File: src/hdl/qdc_pkg.sv
// What this block does
// RULE1 - Writing one to an interrupt-clear bit disables that event's interrupt, bits zero to four.
// RULE2 - Writing zero leaves the enable alone; reads return enables, one meaning enabled.
// RULE3 - Report-ready fires after the report period only when the motion tally is nonzero.
// RULE4 - Double-ready fires after the report period only when the double tally is nonzero.
// RULE5 - Enable one claims the decoder pins; enable zero frees them for general use.
// RULE6 - Lamp polarity zero lights the lamp with a low pin, one with high.
// RULE7 - Sample interval is 128 us times two to the code, codes zero to ten.
// RULE8 - The last motion sample is refreshed once for every sample taken.
// RULE9 - Writing one to an interrupt-set bit enables that event, same bit layout.
// RULE10 - The sample is signed two's complement; value two marks a double transition.
package qdc_pkg;

  // ==========================================================================
  // Clock and timing
  localparam int unsigned CLK_HZ = 20_000_000;
  localparam int unsigned SAMPLE_BASE_US = 128;
  localparam int unsigned SAMPLE_BASE_CYC = SAMPLE_BASE_US * (CLK_HZ / 1_000_000);
  localparam logic [3:0] SAMPLE_CODE_MAX = 4'hA;

  // ==========================================================================
  // Register byte offsets
  localparam logic [11:0] OFS_TASK_START = 12'h000;
  localparam logic [11:0] OFS_TASK_STOP = 12'h004;
  localparam logic [11:0] OFS_TASK_SNAP = 12'h008;
  localparam logic [11:0] OFS_EVENT_STATUS = 12'h100;
  localparam logic [11:0] OFS_INT_SET = 12'h304;
  localparam logic [11:0] OFS_INT_CLEAR = 12'h308;
  localparam logic [11:0] OFS_DECODER_ON = 12'h500;
  localparam logic [11:0] OFS_LAMP_POL = 12'h504;
  localparam logic [11:0] OFS_SAMPLE_INT = 12'h508;
  localparam logic [11:0] OFS_SAMPLE = 12'h50C;
  localparam logic [11:0] OFS_REPORT_PER = 12'h510;
  localparam logic [11:0] OFS_TALLY = 12'h514;
  localparam logic [11:0] OFS_TALLY_SNAP = 12'h518;
  localparam logic [11:0] OFS_DBL_TALLY = 12'h544;
  localparam logic [11:0] OFS_DBL_SNAP = 12'h548;

  // ==========================================================================
  // Event bit positions, shared by status, set and clear registers
  localparam int EV_SAMPLE = 0;
  localparam int EV_REPORT = 1;
  localparam int EV_OVERFLOW = 2;
  localparam int EV_DOUBLE = 3;
  localparam int EV_STOPPED = 4;
  localparam int EV_W = 5;

  // ==========================================================================
  // Field widths and reset values
  localparam int TALLY_W = 16;
  localparam int DBL_W = 4;
  localparam int RPT_W = 8;
  localparam logic [EV_W-1:0] INT_EN_RST = 5'h00;
  localparam logic [3:0] SAMPLE_INT_RST = 4'h0;
  localparam logic [RPT_W-1:0] REPORT_PER_RST = 8'h0A;

  typedef enum logic [1:0] {
    QDC_IDLE = 2'b01,
    QDC_RUN = 2'b10
  } qdc_state_t;

endpackage

File: src/hdl/qdc_sync.sv
`timescale 1ns/1ps
`default_nettype none
module qdc_sync import qdc_pkg::*; (
  input wire logic clk_i,
  input wire logic resetn_i,
  input wire logic [1:0] pin_i,
  output logic [1:0] level_o
);

  // ==========================================================================
  // Three stages per pin; the level moves once stages two and three agree.
  genvar g;
  for (g = 0; g < 2; g++) begin : g_pin
    logic s1_q;
    logic s2_q;
    logic s3_q;
    logic lvl_q;
    wire agree = (s2_q == s3_q);
    always_ff @(posedge clk_i or negedge resetn_i) begin
      if (!resetn_i) begin
        s1_q <= 1'b0;
        s2_q <= 1'b0;
        s3_q <= 1'b0;
        lvl_q <= 1'b0;
      end else begin
        s1_q <= pin_i[g];
        s2_q <= s1_q;
        s3_q <= s2_q;
        lvl_q <= agree ? s3_q : lvl_q;
      end
    end
    assign level_o[g] = lvl_q;
  end

endmodule
`default_nettype wire

File: src/hdl/qdc_top.sv
// Chosen here: the APB register port.
`timescale 1ns/1ps
`default_nettype none
module qdc_top #(
  parameter int unsigned SAMPLE_BASE_CYC = qdc_pkg::SAMPLE_BASE_CYC
) (
  input wire logic clk_i,
  input wire logic resetn_i,
  input wire logic psel_i,
  input wire logic penable_i,
  input wire logic pwrite_i,
  input wire logic [11:0] paddr_i,
  input wire logic [31:0] pwdata_i,
  output logic [31:0] prdata_o,
  output logic pready_o,
  output logic pslverr_o,
  input wire logic enc_a_i,
  input wire logic enc_b_i,
  output logic lamp_o,
  output logic pins_claim_o,
  output logic irq_o
);
  import qdc_pkg::*;

  // ==========================================================================
  // Declarations
  qdc_state_t state_q;
  qdc_state_t state_d;
  logic [EV_W-1:0] int_en_q;
  logic [EV_W-1:0] int_en_d;
  logic [EV_W-1:0] status_q;
  logic [EV_W-1:0] status_d;
  logic [EV_W-1:0] events;
  logic decoder_on_q;
  logic lamp_pol_q;
  logic [3:0] sample_int_q;
  logic [RPT_W-1:0] report_per_q;
  logic signed [2:0] sample_q;
  logic signed [TALLY_W-1:0] tally_q;
  logic signed [TALLY_W-1:0] tally_d;
  logic signed [TALLY_W-1:0] tally_snap_q;
  logic [DBL_W-1:0] dbl_q;
  logic [DBL_W-1:0] dbl_d;
  logic [DBL_W-1:0] dbl_snap_q;
  logic [31:0] tick_cnt_q;
  logic [RPT_W-1:0] rpt_cnt_q;
  logic [1:0] prev_ab_q;
  logic [1:0] pin_lvl;
  logic [31:0] prdata_q;
  logic pready_q;
  logic pslverr_q;
  logic lamp_q;
  logic irq_q;
  logic [31:0] rd_val;
  logic rd_hit;
  logic decoder_on_d;
  logic lamp_pol_d;
  logic [3:0] sample_int_d;
  logic [RPT_W-1:0] report_per_d;
  logic irq_d;
  logic [31:0] tick_cnt_d;
  logic [RPT_W-1:0] rpt_cnt_d;
  logic [1:0] prev_ab_d;
  logic signed [2:0] sample_d;
  logic signed [TALLY_W-1:0] tally_snap_d;
  logic [DBL_W-1:0] dbl_snap_d;
  logic lamp_d;
  logic pready_d;
  logic pslverr_d;
  logic [31:0] prdata_d;

  // ==========================================================================
  // Pin synchroniser
  qdc_sync u_sync (
    .clk_i(clk_i),
    .resetn_i(resetn_i),
    .pin_i({enc_a_i, enc_b_i}),
    .level_o(pin_lvl)
  );

  // ==========================================================================
  // Quadrature step: Gray order 00, 01, 11, 10 counts forward.
  function automatic logic signed [2:0] qdc_step(input logic [1:0] p, input logic [1:0] c);
    logic signed [2:0] r;
    r = 3'sd0;
    if (p == c) begin
      r = 3'sd0;
    end else if ((p ^ c) == 2'b11) begin
      r = 3'sd2;
    end else if ({p, c} == 4'b0001 || {p, c} == 4'b0111 || {p, c} == 4'b1110 || {p, c} == 4'b1000) begin
      r = 3'sd1;
    end else begin
      r = -3'sd1;
    end
    return r;
  endfunction

  // ==========================================================================
  // Bus decode
  wire setup = psel_i && !penable_i;
  wire wr_en = psel_i && penable_i && pwrite_i && pready_q;
  wire wr_ok = wr_en && !pslverr_q;
  wire wr_start = wr_ok && (paddr_i == OFS_TASK_START) && pwdata_i[0];
  wire wr_stop = wr_ok && (paddr_i == OFS_TASK_STOP) && pwdata_i[0];
  wire wr_snap = wr_ok && (paddr_i == OFS_TASK_SNAP) && pwdata_i[0];
  wire wr_status = wr_ok && (paddr_i == OFS_EVENT_STATUS);
  wire wr_int_set = wr_ok && (paddr_i == OFS_INT_SET);
  wire wr_int_clr = wr_ok && (paddr_i == OFS_INT_CLEAR);
  wire wr_on = wr_ok && (paddr_i == OFS_DECODER_ON);
  wire wr_pol = wr_ok && (paddr_i == OFS_LAMP_POL);
  wire wr_int = wr_ok && (paddr_i == OFS_SAMPLE_INT);
  wire wr_rpt = wr_ok && (paddr_i == OFS_REPORT_PER);
  wire [EV_W-1:0] wmask = pwdata_i[EV_W-1:0];

  // ==========================================================================
  // Sample timer; codes above ten are held at ten.
  wire [3:0] code = (sample_int_q > SAMPLE_CODE_MAX) ? SAMPLE_CODE_MAX : sample_int_q;
  wire [31:0] period = SAMPLE_BASE_CYC[31:0] << code; // see RULE7
  wire running = (state_q == QDC_RUN);
  wire tick = running && (tick_cnt_q >= period - 32'h0000_0001);

  // ==========================================================================
  // Decoding and tallies
  wire signed [2:0] step = qdc_step(prev_ab_q, pin_lvl); // see RULE10
  wire is_double = (step == 3'sd2);
  wire signed [TALLY_W:0] tally_base = wr_snap ? '0 : {tally_q[TALLY_W-1], tally_q};
  wire signed [TALLY_W:0] step_ext = is_double ? '0 : {{(TALLY_W-2){step[2]}}, step};
  wire signed [TALLY_W:0] tally_sum = tally_base + step_ext;
  wire tally_ovf = tick && (tally_sum[TALLY_W] != tally_sum[TALLY_W-1]);
  wire [DBL_W-1:0] dbl_base = wr_snap ? '0 : dbl_q;
  wire dbl_full = (dbl_base == {DBL_W{1'b1}});
  wire [RPT_W-1:0] per_eff = (report_per_q == '0) ? {{(RPT_W-1){1'b0}}, 1'b1} : report_per_q;
  wire rpt_done = tick && (rpt_cnt_q + 1'b1 >= per_eff);

  always_comb begin
    tally_d = tally_base[TALLY_W-1:0];
    dbl_d = dbl_base;
    if (tick && !tally_ovf) begin
      tally_d = tally_sum[TALLY_W-1:0];
    end
    if (tick && is_double && !dbl_full) begin
      dbl_d = dbl_base + 1'b1;
    end
  end

  // ==========================================================================
  // Events
  always_comb begin
    events = '0;
    events[EV_SAMPLE] = tick;
    events[EV_REPORT] = rpt_done && (tally_d != '0); // see RULE3
    events[EV_OVERFLOW] = tally_ovf;
    events[EV_DOUBLE] = rpt_done && (dbl_d != '0); // see RULE4
    events[EV_STOPPED] = running && (wr_stop || (wr_on && !pwdata_i[0]));
  end

  // A new event in the clear cycle keeps its bit set.
  assign status_d = (status_q & ~(wr_status ? wmask : '0)) | events;

  always_comb begin
    int_en_d = int_en_q;
    if (wr_int_set) begin
      int_en_d = int_en_q | wmask; // see RULE9
    end else if (wr_int_clr) begin
      int_en_d = int_en_q & ~wmask; // see RULE1 see RULE2
    end
  end

  // ==========================================================================
  // Run control; sampling starts only while the decoder owns the pins and stops one cycle after it frees them.
  always_comb begin
    state_d = state_q;
    case (state_q)
      QDC_IDLE: begin
        if (wr_start && decoder_on_q) begin
          state_d = QDC_RUN;
        end
      end
      QDC_RUN: begin
        if (wr_stop || !decoder_on_q) begin
          state_d = QDC_IDLE;
        end
      end
      default: begin
        state_d = QDC_IDLE;
      end
    endcase
  end

  // ==========================================================================
  // Read mux
  always_comb begin
    rd_val = '0;
    rd_hit = 1'b1;
    if (paddr_i == OFS_TASK_START || paddr_i == OFS_TASK_STOP || paddr_i == OFS_TASK_SNAP) begin
      rd_val = '0;
    end else if (paddr_i == OFS_EVENT_STATUS) begin
      rd_val[EV_W-1:0] = status_q;
    end else if (paddr_i == OFS_INT_SET || paddr_i == OFS_INT_CLEAR) begin
      rd_val[EV_W-1:0] = int_en_q; // see RULE2
    end else if (paddr_i == OFS_DECODER_ON) begin
      rd_val[0] = decoder_on_q;
    end else if (paddr_i == OFS_LAMP_POL) begin
      rd_val[0] = lamp_pol_q;
    end else if (paddr_i == OFS_SAMPLE_INT) begin
      rd_val[3:0] = sample_int_q;
    end else if (paddr_i == OFS_SAMPLE) begin
      rd_val = {{29{sample_q[2]}}, sample_q}; // see RULE10
    end else if (paddr_i == OFS_REPORT_PER) begin
      rd_val[RPT_W-1:0] = report_per_q;
    end else if (paddr_i == OFS_TALLY) begin
      rd_val = {{(32-TALLY_W){tally_q[TALLY_W-1]}}, tally_q};
    end else if (paddr_i == OFS_TALLY_SNAP) begin
      rd_val = {{(32-TALLY_W){tally_snap_q[TALLY_W-1]}}, tally_snap_q};
    end else if (paddr_i == OFS_DBL_TALLY) begin
      rd_val[DBL_W-1:0] = dbl_q;
    end else if (paddr_i == OFS_DBL_SNAP) begin
      rd_val[DBL_W-1:0] = dbl_snap_q;
    end else begin
      rd_hit = 1'b0;
    end
  end

  // ==========================================================================
  // Bus answer: no wait state, data and error caught in the setup cycle.
  assign pready_d = setup;
  assign pslverr_d = setup && !rd_hit;
  assign prdata_d = (setup && !pwrite_i) ? rd_val : 32'h0000_0000;

  always_ff @(posedge clk_i or negedge resetn_i) begin
    if (!resetn_i) begin
      pready_q <= 1'b0;
      pslverr_q <= 1'b0;
      prdata_q <= 32'h0000_0000;
    end else begin
      pready_q <= pready_d;
      pslverr_q <= pslverr_d;
      prdata_q <= prdata_d;
    end
  end

  // ==========================================================================
  // Configuration and interrupt state
  assign decoder_on_d = wr_on ? pwdata_i[0] : decoder_on_q;
  assign lamp_pol_d = wr_pol ? pwdata_i[0] : lamp_pol_q;
  assign sample_int_d = wr_int ? pwdata_i[3:0] : sample_int_q;
  assign report_per_d = wr_rpt ? pwdata_i[RPT_W-1:0] : report_per_q;
  assign irq_d = |(status_d & int_en_d);

  always_ff @(posedge clk_i or negedge resetn_i) begin
    if (!resetn_i) begin
      int_en_q <= INT_EN_RST;
      status_q <= '0;
      irq_q <= 1'b0;
    end else begin
      int_en_q <= int_en_d;
      status_q <= status_d;
      irq_q <= irq_d;
    end
  end

  always_ff @(posedge clk_i or negedge resetn_i) begin
    if (!resetn_i) begin
      decoder_on_q <= 1'b0;
      lamp_pol_q <= 1'b0;
      sample_int_q <= SAMPLE_INT_RST;
      report_per_q <= REPORT_PER_RST;
    end else begin
      decoder_on_q <= decoder_on_d;
      lamp_pol_q <= lamp_pol_d;
      sample_int_q <= sample_int_d;
      report_per_q <= report_per_d;
    end
  end

  // ==========================================================================
  // Sampling state
  // A new sample interval acts on the running count, so the first sample after a change may come early.
  assign tick_cnt_d = (tick || !running) ? 32'h0000_0000 : tick_cnt_q + 32'h0000_0001;
  assign rpt_cnt_d = (rpt_done || !running) ? '0 : (tick ? rpt_cnt_q + 1'b1 : rpt_cnt_q);
  assign prev_ab_d = (tick || !running) ? pin_lvl : prev_ab_q;
  assign sample_d = tick ? step : sample_q; // see RULE8
  // A snapshot copies the tallies as they stood before this cycle's clear.
  assign tally_snap_d = wr_snap ? tally_q : tally_snap_q;
  assign dbl_snap_d = wr_snap ? dbl_q : dbl_snap_q;

  always_ff @(posedge clk_i or negedge resetn_i) begin
    if (!resetn_i) begin
      state_q <= QDC_IDLE;
    end else begin
      state_q <= state_d;
    end
  end

  always_ff @(posedge clk_i or negedge resetn_i) begin
    if (!resetn_i) begin
      tick_cnt_q <= 32'h0000_0000;
      rpt_cnt_q <= '0;
    end else begin
      tick_cnt_q <= tick_cnt_d;
      rpt_cnt_q <= rpt_cnt_d;
    end
  end

  always_ff @(posedge clk_i or negedge resetn_i) begin
    if (!resetn_i) begin
      prev_ab_q <= 2'b00;
      sample_q <= 3'sd0;
    end else begin
      prev_ab_q <= prev_ab_d;
      sample_q <= sample_d;
    end
  end

  always_ff @(posedge clk_i or negedge resetn_i) begin
    if (!resetn_i) begin
      tally_q <= '0;
      dbl_q <= '0;
    end else begin
      tally_q <= tally_d;
      dbl_q <= dbl_d;
    end
  end

  always_ff @(posedge clk_i or negedge resetn_i) begin
    if (!resetn_i) begin
      tally_snap_q <= '0;
      dbl_snap_q <= '0;
    end else begin
      tally_snap_q <= tally_snap_d;
      dbl_snap_q <= dbl_snap_d;
    end
  end

  // ==========================================================================
  // Pin drive; the lamp is lit while sampling runs.
  assign lamp_d = ~(running ^ lamp_pol_q); // see RULE6

  always_ff @(posedge clk_i or negedge resetn_i) begin
    if (!resetn_i) begin
      lamp_q <= 1'b1;
    end else begin
      lamp_q <= lamp_d;
    end
  end

  assign pins_claim_o = decoder_on_q; // see RULE5
  assign lamp_o = lamp_q;
  assign irq_o = irq_q;
  assign prdata_o = prdata_q;
  assign pready_o = pready_q;
  assign pslverr_o = pslverr_q;

endmodule
`default_nettype wire

File: config.mk
export PLATFORM = sky130hd
export DESIGN_NAME = qdc_top
export DESIGN_NICKNAME = d
export VERILOG_FILES = /design/src/hdl/qdc_pkg.sv /design/src/hdl/qdc_sync.sv /design/src/hdl/qdc_top.sv
export SDC_FILE = /design/constraint.sdc
export NUM_CORES = 1
export LEC_CHECK = 0
export ABC_AREA = 1
export BUFFER_PORTS_ARGS = -buffer_cell sky130_fd_sc_hd__buf_2
export CAP_MARGIN = 20
export CORE_MARGIN = 8
export CORE_UTILIZATION = 54
export DETAILED_ROUTE_END_ITERATION = 8
export PLACE_DENSITY = 0.77
export SYNTH_ARGS = -nofsm -noshare
export SYNTH_HDL_FRONTEND = slang
export SYNTH_SLANG_ARGS = --single-unit
File: constraint.sdc
create_clock -name clk_i -period 3.5 [get_ports clk_i]
set_input_delay 0.175 -clock clk_i [delete_from_list [all_inputs] [get_ports clk_i]]
set_output_delay 0.175 -clock clk_i [all_outputs]
set_load 0.005 [all_outputs]
Word-level counts from Yosys, hierarchy flattened
Cells that the tools add are included.

operators by class
  $add $sub $neg = 5
  $mul = 0
  divide/modulo/power cells = 0
  magnitude comparators = 3
  eq/ne operators = 29
  shift-type cells = 1
  mux-type cells = 59
  bitwise gates (word level) = 10
  reduce and logical (&&, ||, !) cells = 57

operators by type and width
  operator                                               number
  two-way mux 32 bit                                     13
  equality test 12 x 11 -> 1 bit, second input constant  9
  two-way mux 31 bit                                     2
  two-way mux 28 bit                                     2
  two-way mux 27 bit                                     2
  two-way mux 17 bit                                     2
  adder 32 x 1 -> 32 bit, second input constant          1
  greater-or-equal comparator 32 bit                     1
  two-way mux 8 bit                                      4
  << shifter 12 x 4 -> 32 bit, first input constant      1
  subtractor 32 x 1 -> 32 bit, second input constant     1
  logical AND 1 bit                                      31
  two-way mux 4 bit                                      7
  two-way mux 5 bit                                      5
  equality test 12 x 10 -> 1 bit, second input constant  2
  two-way mux 24 bit                                     1
  adder 17 bit                                           1
  two-way mux 16 bit                                     1
  nonzero test 16 bit                                    1
  AND 5 bit                                              3
  two-way mux 1 bit                                      14
  equality test 12 x 3 -> 1 bit, second input constant   1
  equality test 12 x 4 -> 1 bit, second input constant   1
  equality test 12 x 9 -> 1 bit, second input constant   1
  other kinds (31)                                       57

word-level totals
  register bits = 155
  latch bits = 0
  bits in writable memories = 0
  bits in read-only memories = 0
  input port bits = 51
  memories kept = 0

Logic depth before layout (Yosys ltp)
Gate-level depths: netlist of the first run.

  depth after elaboration = 22
  mapped depth = 33
  gate-level depth less buffers = 31

Modules after synthesis
Synthesis of the first run repeated with hierarchy kept, for this count alone.

second synthesis, totals
  cell total of the unflattened synthesis = 1143
  area, all modules = 8703.3 um2

modules (own cells, without submodules)
  module    times used  cells each  area each (um2)
  qdc_top   1           1125        8455.6
  qdc_sync  1           18          247.7

Least setup slack after synthesis of the first run
Ideal clock, no wire load.

  kind = register to register
  start = register u_sync.g_pin[0].lvl_q
  end = register irq_q, in the netlist irq_o
  library setup time = 0.119 ns
  arrival time = 3.508 ns
  required time = 3.381 ns
  setup slack = -0.127 ns
  cell stages (with the launch flop) = 29
  buffers on the path = 1
  path through = dfrtp_1 xnor2_1 inv_1 ha_1 nor2_1 nand2_1 nor2_1 ha_1 a21oi_1 nand2_1 nand2_1 nand2_1 nand2_1 nand2_1 nand2_1 nand2_2 inv_1 nand2_2 buf_6 nand2_1 nand2_1 nor2_1 nand2_1 nor2_1 nand2_1 nand2_1 nand2_2 nand2_1 nand2_1

between the ends
  cells in the longest elaborated chain, start to end = 20

ends and longest elaborated chain
  item                                                                                 line            source
  from (decl)                                                                          qdc_sync.sv:17  logic lvl_q;
  from (signal assigned)                                                               qdc_sync.sv:29  lvl_q <= agree ? s3_q : lvl_q;
  equality test 4 x 1 -> 1 bit / equality test 4 x 3 -> 1 bit (equally long branches)  qdc_top.sv:90   end else if ({p, c} == 4'b0001 || {p, c} == 4'b0111 || {p, c} == 4'b1110 || {p, c} == 4'b1000) begin
  logical OR 1 bit (3 in series)                                                       qdc_top.sv:90
  two-way mux 3 bit                                                                    qdc_top.sv:90
  two-way mux 3 bit                                                                    qdc_top.sv:88   end else if ((p ^ c) == 2'b11) begin
  two-way mux 3 bit (*)                                                                qdc_top.sv:86   if (p == c) begin
  equality test 3 bit                                                                  qdc_top.sv:125  wire is_double = (step == 3'sd2);
  two-way mux 17 bit (*)                                                               qdc_top.sv:127  wire signed [TALLY_W:0] step_ext = is_double ? '0 : {{(TALLY_W-2){step[2]}}, step};
  adder 17 bit (*)                                                                     qdc_top.sv:128  wire signed [TALLY_W:0] tally_sum = tally_base + step_ext;
  (+5 left out)                                                                        n/a
  net tally_d[9]                                                                       qdc_top.sv:40   logic signed [TALLY_W-1:0] tally_d;
  nonzero test 16 bit (*)                                                              qdc_top.sv:151  events[EV_REPORT] = rpt_done && (tally_d != '0);
  logical AND 1 bit (*)                                                                qdc_top.sv:151
  OR 5 bit (*)                                                                         qdc_top.sv:158  assign status_d = (status_q & ~(wr_status ? wmask : '0)) | events;
  net status_d[1]                                                                      qdc_top.sv:32   logic [EV_W-1:0] status_d;
  AND 5 bit (*)                                                                        qdc_top.sv:248  assign irq_d = |(status_d & int_en_d);
  OR reduction 5 bit (*)                                                               qdc_top.sv:248
  net irq_d                                                                            qdc_top.sv:60   logic irq_d;
  to (signal assigned)                                                                 qdc_top.sv:258  irq_q <= irq_d;
  to (decl)                                                                            qdc_top.sv:53   logic irq_q;

The timed path passes the listed nets; every way through them passes the cells marked *.
A chain may end at the register's enable or synchronous reset.

Worst setup path after layout of the first run
Same ends and word-level chain as after synthesis.

==> metrics.md, run 1 <==
| Metric | Value |
|---|---|
| WL final | `23.5 mm` |
| Critical Path RT | `3820 ps` |
| Port Buffers | `63` |
| Sequential share of the synthesized area | `39.5%` |
| Antenna diodes | `0` |
| Register Area | `3480 sq um` |
| # setup viols final | `2` |
| Area grow syn2layout | `27.3%` |
| Clk pin slew, worst setup/hold paths | `60 ps` |
| Hold Violations, Final | `0` |
| PD cells | `585 nW/um^2` |
| Slew Limit Fails | `0` |
| Layout Cells excl Fill | `1561` |
| Leading area contributor after synthesis | `dfrtp_1` |
| Cts bufs inserted | `17` |
| Die Area | `20700 sq um` |
| Detailed Routing Iterations Pass 1 | `6` |
| Hold Crit Class | `input pin to flip-flop` |
| Unrepaired setup endpoints after global routing | `yes` |
| Max Fclk | `0.272 GHz` |
| Tot GR Track Use | `23.0%` |
| CTS Buffer Depth | `2` |
| R2r endpoint | `irq_o$_DFF_PN0_` |
| Synth top area cells | `dfrtp_1 (38%), nand2_1 (13%), ha_1 (7.7%), inv_1 (6.4%), nor2_1 (4.8%)` |
| #FFs+latches synth | `139` |
| Die width | `144 microns` |
| Tmin final | `3670 ps` |
| Top Usage Layer GRT | `met2` |
| Crit path kind | `flip-flop to flip-flop` |
| Hold_ws | `18.1 ps` |
| ANT nets after route | `0` |
| Initial antenna violation count | `0` |
| Synth Flop Type | `dfrtp_1` |
| Avg Cell Area, Syn | `7.52 sq um` |
| FF-to-FF Start | `u_sync.g_pin[0].lvl_q$_DFFE_PN0N_` |
| Synth top area share | `38.3%` |
| Synth Cell Area | `8820 sq um` |
| First-pass GRT wire length | `38.0 mm` |
| Final Cell Area | `11200 sq um` |
| Met2 Usage GRT | `39.4%` |
| Detailed Route Iter0 Violations | `768` |
| Die Ht | `144 microns` |
| Vias/cell | `5.34` |
| Clk root buf | `clkbuf_16` |
| Post-route clock skew | `11.7 ps` |
| Endpoint kind of the worst setup timing path | `flip-flop` |
| Number of global-route vias before repair | `8019` |
| Cells on worst reg2reg path | `29` |
| GRT met3 Usage | `4.58%` |
| DR DRC count | `0` |
| Dpl cell area | `9790 sq um` |
| CP max stage delay | `400 ps` |
| VDD IR max | `0.584 mV` |
| Post-synth cell types | `51` |
| Hold_sp | `pwdata_i[7]` |
| Core footprint | `15900 sq um` |
| IO Pins | `88` |
| CP max-delay cell | `dfrtp_1` |
| Routed len/inst | `15.0 microns` |
| Most frequent cells in the layout | `nand2_1 (278), inv_1 (144), dfrtp_1 (134), nor2_1 (100), buf_4 (92)` |
| Total number of vias | `8330` |
| Fin crit share | `105%` |
| Clk_lat worst skew | `430 ps` |
| Area of the multi-input gates | `5020 sq um` |
| Worst Hold Path Cells | `2` |
| Placed cells | `1496` |
| Most used cell, CP | `nand2_2` |
| Commonest non-fill, non-tap cell in the layout | `nand2_1` |
| Hold Path End | `report_per_q[7]$_DFFE_PN0P_` |
| YS warnings | `0` |
| GR Overflow Total | `0` |
| Starting Density | `55.3%` |
| Ys async rst share | `100%` |
| Status | `complete, but fails checks` |
| Largest net degree at the start of global routing | `75` |
| Slew HR | `44.8%` |
| Synth Instances | `1173` |
| Filler instances | `1259` |
| CTS tree | `yes` |
| GP Congestion | `0.926` |
| Final HPWL DP | `16.2 mm` |
| Met1 Use GR | `27.8%` |
| NumNets Final | `1438` |
| R2r setup slk | `-170 ps` |
| Final WS setup | `-173 ps` |
| Worst-Margin Slew | `821 ps` |
| WP data arrival | `3990 ps` |
| CTS Sinks | `139` |
| Max-cap violations | `0` |
| Number of flops mapped to enable cells by yosys | `0` |
| CTS H-tree lvls | `4` |
| Number of core rows | `46` |
| Type of origin of the critical path | `flip-flop` |
| CP Max Fanout | `7` |
| P_leak | `5.52 nW` |
| Layout cells sized above 1 | `24.9%` |
| Failing checks | `negative setup slack` |
==> worst max-delay path: cells and delay by family (launching register included) <==
kind / cells / cell delay, ps
simple gates: 21 / 1870
xor+xnor: 1 / 220
flops: 1 / 400
compound gates: 1 / 130
fa+ha+maj: 2 / 440
buf+inv: 4 / 480
==> kinds of logic (layout without fill, tap and decap cells) <==
group                      after synthesis  count (layout)  synth area share [%]
and+or+nand+nor                        562             563                  27.8
buffers and inverters                  194             356                  9.27
AOI/OAI and AO/OA                      179             179                  11.1
DFF                                    139             139                  39.5
adders and majority gates               57              57                  8.12
xor gates and xnor gates                37              37                  3.68
muxes                                    4               4                 0.497
other                                    1              10                0.0425
==> layout make-up <==
cell class | count | share of cell area (%)
clock buffer | 18 | 3.82
clock inverter | 14 | 2.18
multi-input combinational | 850 | 44.7
inverter | 156 | 5.26
sequential | 139 | 31.0
tap | 216 | 2.41
timing repair buffer | 168 | 10.6
==> stage by stage <==
step / TNS [ps] / worst slack (ps) / power, W / util, %
5_1_grt: -630 / -339 / 0.00696 / 70.4
6_report: -258 / -173 / 0.00657 / 70.4
4_1_cts: -76.1 / -76.1 / 0.00624 / 68.4
3_3_place_gp: -143 / -120 / 0.00382 / 61.4
3_5_place_dp: -260 / -176 / 0.00385 / 61.4
2_1_floorplan: 0 / 98.2 / 0.00308 / -
==> state kept, by name (all words and copies together), names as in the netlist, 5 cells and up <==
register / count
int_en_q: 5
prdata_o: 16
report_per_q: 8
rpt_cnt_q: 8
status_q: 5
tally_q: 16
tally_snap_q: 16
tick_cnt_q: 32
==> repair_timing <==
| item | in CTS | in global routing |
|---|---|---|
| endpoints found under the setup margin | 2 | 26 |
| endpoints found under the hold margin | 73 | 0 |
| pin swaps | 13 | 46 |
| gates resized for setup | 25 | 84 |
| cloned | 2 | 1 |
| hold buffers | 7 | 0 |
| buffers inserted | 24 | 5 |
==> worst max-delay path by stage <==
| stage | from | end | slack, ps |
|---|---|---|---|
| 4_1_cts | prev_ab_q[0]$_DFFE_PN0N_ | irq_o$_DFF_PN0_ | -80 |
| 2_1_floorplan | u_sync.g_pin[0].lvl_q$_DFFE_PN0N_ | irq_o$_DFF_PN0_ | 100 |
| 5_1_grt | sample_int_q[2]$_DFFE_PN0P_ | irq_o$_DFF_PN0_ | -340 |
| 3_5_place_dp | u_sync.g_pin[0].lvl_q$_DFFE_PN0N_ | irq_o$_DFF_PN0_ | -180 |
| 3_3_place_gp | prev_ab_q[0]$_DFFE_PN0N_ | irq_o$_DFF_PN0_ | -120 |
| 6_report | u_sync.g_pin[0].lvl_q$_DFFE_PN0N_ | irq_o$_DFF_PN0_ | -170 |
==> cells in the mapped netlist, drive strengths merged, types with 2 or more instances <==
library cell and count:
nand3 54, clkbuf 14, a21oi 54, a31oi 17
dfrtp 135, nor4 7, mux2 3, dfstp 4
o21bai 4, xor2 24, a211oi 4, o211ai 3
o22ai 3, clkinv 2, o21ai 86, nor2 133
inv 154, or2 2, o221a 2, nor3b 5
maj3 2, buf 24, nand2 325, nor3 26
ha 54, nand4 8, xnor2 13
==> per-layer routing <==
metal  up-vias  wire length, microns
li1       4095                     -
met1      3935                  9720
met2       241                 11900
met3        59                  1240
met4         0                   637
met5         -                     0
==> where the power goes <==
part / leakage [nW] / switching, W / internal, W
sequential: 1.84 / 0.0000876 / 0.00175
clock: 0.324 / 0.000708 / 0.00134
combinational: 3.35 / 0.00146 / 0.00123
(Power assumes the default switching activity.)
==> run 2, diff against run 1 <==
--- a/config.mk
+++ b/config.mk
@@ -8,10 +8,10 @@
 export ABC_AREA = 1
 export BUFFER_PORTS_ARGS = -buffer_cell sky130_fd_sc_hd__buf_2
 export CAP_MARGIN = 20
-export CORE_MARGIN = 8
 export CORE_UTILIZATION = 54
 export DETAILED_ROUTE_END_ITERATION = 8
 export PLACE_DENSITY = 0.77
+export SKIP_CTS_REPAIR_TIMING = 1
 export SYNTH_ARGS = -nofsm -noshare
 export SYNTH_HDL_FRONTEND = slang
 export SYNTH_SLANG_ARGS = --single-unit
==> metrics.md, run 2 (synthesis results as in run 1) <==
| Metric | Value |
|---|---|
| Status | `complete, but fails checks` |
| Failing checks | `negative setup slack` |
| First-pass GRT wire length | `34.8 mm (-8.5%)` |
| Register Area | `3480 sq um (about the same)` |
| CTS Sinks | `139 (unchanged)` |
| Die width | `130 microns (-9.7%)` |
| Commonest non-fill, non-tap cell in the layout | `nand2_1` |
| Clk_lat worst skew | `440 ps (about the same)` |
| Max FFs per register | `32 (unchanged)` |
| CTS H-tree lvls | `4 (unchanged)` |
| Sw frac | `36.6% (+2.3 points)` |
| Detailed Routing Iterations Pass 1 | `5 (-1)` |
| Largest Register | `tick_cnt_q` |
| Clock network power share | `27.6% (-3.6 points)` |
| CP max stage delay | `410 ps (about the same)` |
| Clk pin slew, worst setup/hold paths | `60 ps (about the same)` |
| CP Max Fanout | `7 (unchanged)` |
| GR Overflow Total | `0 (unchanged)` |
| Die Ht | `130 microns (-9.7%)` |
| CTS Buffer Depth | `2 (unchanged)` |
| ANT nets after route | `0 (unchanged)` |
| Hold Violations, Final | `0 (unchanged)` |
| Endpoint kind of the worst setup timing path | `flip-flop` |
| Number of global-route vias before repair | `7528 (-6.1%)` |
| Most used cell, CP | `nand2_1` |
| Port Buffers | `63 (unchanged)` |
| Hold Crit Class | `input pin to flip-flop` |
| Max Fclk | `0.274 GHz (+0.51%)` |
| PD cells | `590 nW/um^2 (+0.80%)` |
| Switching power | `0.00242 W (+7.4%)` |
| Worst-Margin Slew | `917 ps (+96.0 ps)` |
| Type of origin of the critical path | `flip-flop` |
| Largest net degree at the start of global routing | `98 (+31%)` |
| Area of the multi-input gates | `5130 sq um (+2.2%)` |
| Final HPWL DP | `16.0 mm (-1.6%)` |
| Pre-CTS WS | `-152 ps (+24.3 ps)` |
| Final Cell Area | `11200 sq um (-0.23%)` |
| # setup viols final | `2 (unchanged)` |
| Max-cap violations | `0 (unchanged)` |
| Internal power | `0.00419 W (-3.0%)` |
| Logic pwr share | `44.5% (+3.7 points)` |
| Starting Density | `55.5% (+0.20 points)` |
| Layout cells sized above 1 | `24.8% (-0.13 points)` |
| Final WS setup | `-154 ps (+18.7 ps)` |
| Tot Pwr | `0.00661 W (+0.56%)` |
| Detailed Route Iter0 Violations | `648 (-16%)` |
| Initial antenna violation count | `0 (unchanged)` |
| Fin crit share | `104% (-0.53 points)` |
| CP max-delay cell | `dfrtp_1` |
| NumNets Final | `1433 (-0.35%)` |
| Slew HR | `38.9% (-6.0 points)` |
| Crit path kind | `flip-flop to flip-flop` |
| VDD IR max | `0.675 mV (+16%)` |
| Unrepaired setup endpoints after global routing | `yes` |
| Hold_ws | `14.8 ps (-3.37 ps)` |
| Tmin final | `3650 ps (-18.7 ps)` |
| Filler instances | `1230 (-2.3%)` |
| Vias/cell | `5.33 (about the same)` |
| Routed len/inst | `14.6 microns (-2.8%)` |
| Die Area | `16800 sq um (-19%)` |
| Antenna diodes | `0 (unchanged)` |
| Number of core rows | `46 (unchanged)` |
| WP data arrival | `3980 ps (about the same)` |
| GP Congestion | `0.904 (-2.4%)` |
| Tot GR Track Use | `26.5% (+3.5 points)` |
| Total number of vias | `8300 (-0.36%)` |
| WL final | `22.7 mm (-3.1%)` |
| Flop pwr share | `27.8% (-0.2 points)` |
| DR DRC count | `0 (unchanged)` |
| Post-route clock skew | `14.3 ps (+2.56 ps)` |
| Clk root buf | `clkbuf_16` |
| IO Pins | `88 (unchanged)` |
| CTS tree | `yes` |
| Setup TNS | `-215 ps (+42.8 ps)` |
| Slew Limit Fails | `0 (unchanged)` |
| Area grow syn2layout | `27.1%` |
| Critical Path RT | `3820 ps (about the same)` |
| Core footprint | `15900 sq um (-0.36%)` |
| P_leak | `5.46 nW (-1.0%)` |
| Dpl cell area | `9830 sq um (+0.41%)` |
| Cts bufs inserted | `17 (unchanged)` |
| Most frequent cells in the layout | `nand2_1 (277), inv_1 (142), dfrtp_1 (135), nor2_1 (99), buf_4 (84)` |
## run 2: cell type report
class	count	share of cell area [%]
inverter	156	5.35
clock buffer	18	3.83
tap	216	2.41
timing repair buffer	160	10.0
clock inverter	14	1.53
multi-input combinational	853	45.8
sequential	139	31.1
## run 2: worst paths after layout
kind	to	startpoint	slack (ps)	cells past startpoint
min in group asynchronous	u_sync.g_pin[0].s2_q$_DFF_PN0_	resetn_i	390	2
max in group asynchronous	int_en_q[1]$_DFF_PN0_	resetn_i	2220	3
worst max-delay path	irq_o$_DFF_PN0_	prev_ab_q[0]$_DFFE_PN0N_	-150	29
worst max register to register	irq_o$_DFF_PN0_	prev_ab_q[0]$_DFFE_PN0N_	-150	29
worst min-delay path	report_per_q[5]$_DFFE_PN0P_	pwdata_i[5]	10	2
worst min register to register	u_sync.g_pin[1].s2_q$_DFF_PN0_	u_sync.g_pin[1].s1_q$_DFF_PN0_	350	0
## run 2: stage by stage
stage,utilization [%],instances
after global placement,61.9,1503
after CTS,65.6,1535
after global routing,70.5,1556
after floorplan,-,1182
after detailed placement,61.9,1503
final,70.5,1556
## run 2: power groups by stage
stage          Sequential [W]  Clock (W)  Combinational, W
2_1_floorplan         0.00184          0           0.00124
3_3_place_gp          0.00186          0           0.00204
3_5_place_dp          0.00186          0           0.00207
4_1_cts               0.00184    0.00184           0.00209
5_1_grt               0.00185    0.00192           0.00320
6_report              0.00184    0.00183           0.00294
## run 2: routing by layer
layer,up-vias,part of all wire (%),track usage [%]
met5,-,0,0
met4,0,2.4,10.4
met2,243,51,45.1
met3,46,4.7,4.80
met1,3940,42,33.4
li1,4071,-,-
## run 2: critical path: cells and delay by family, from the launching register on
family / cells / cell delay [ps]
xor+xnor: 1 / 220
buf+inv: 6 / 610
simple gates: 18 / 1710
fa+ha+maj: 2 / 390
flops: 1 / 410
compound gates: 2 / 200
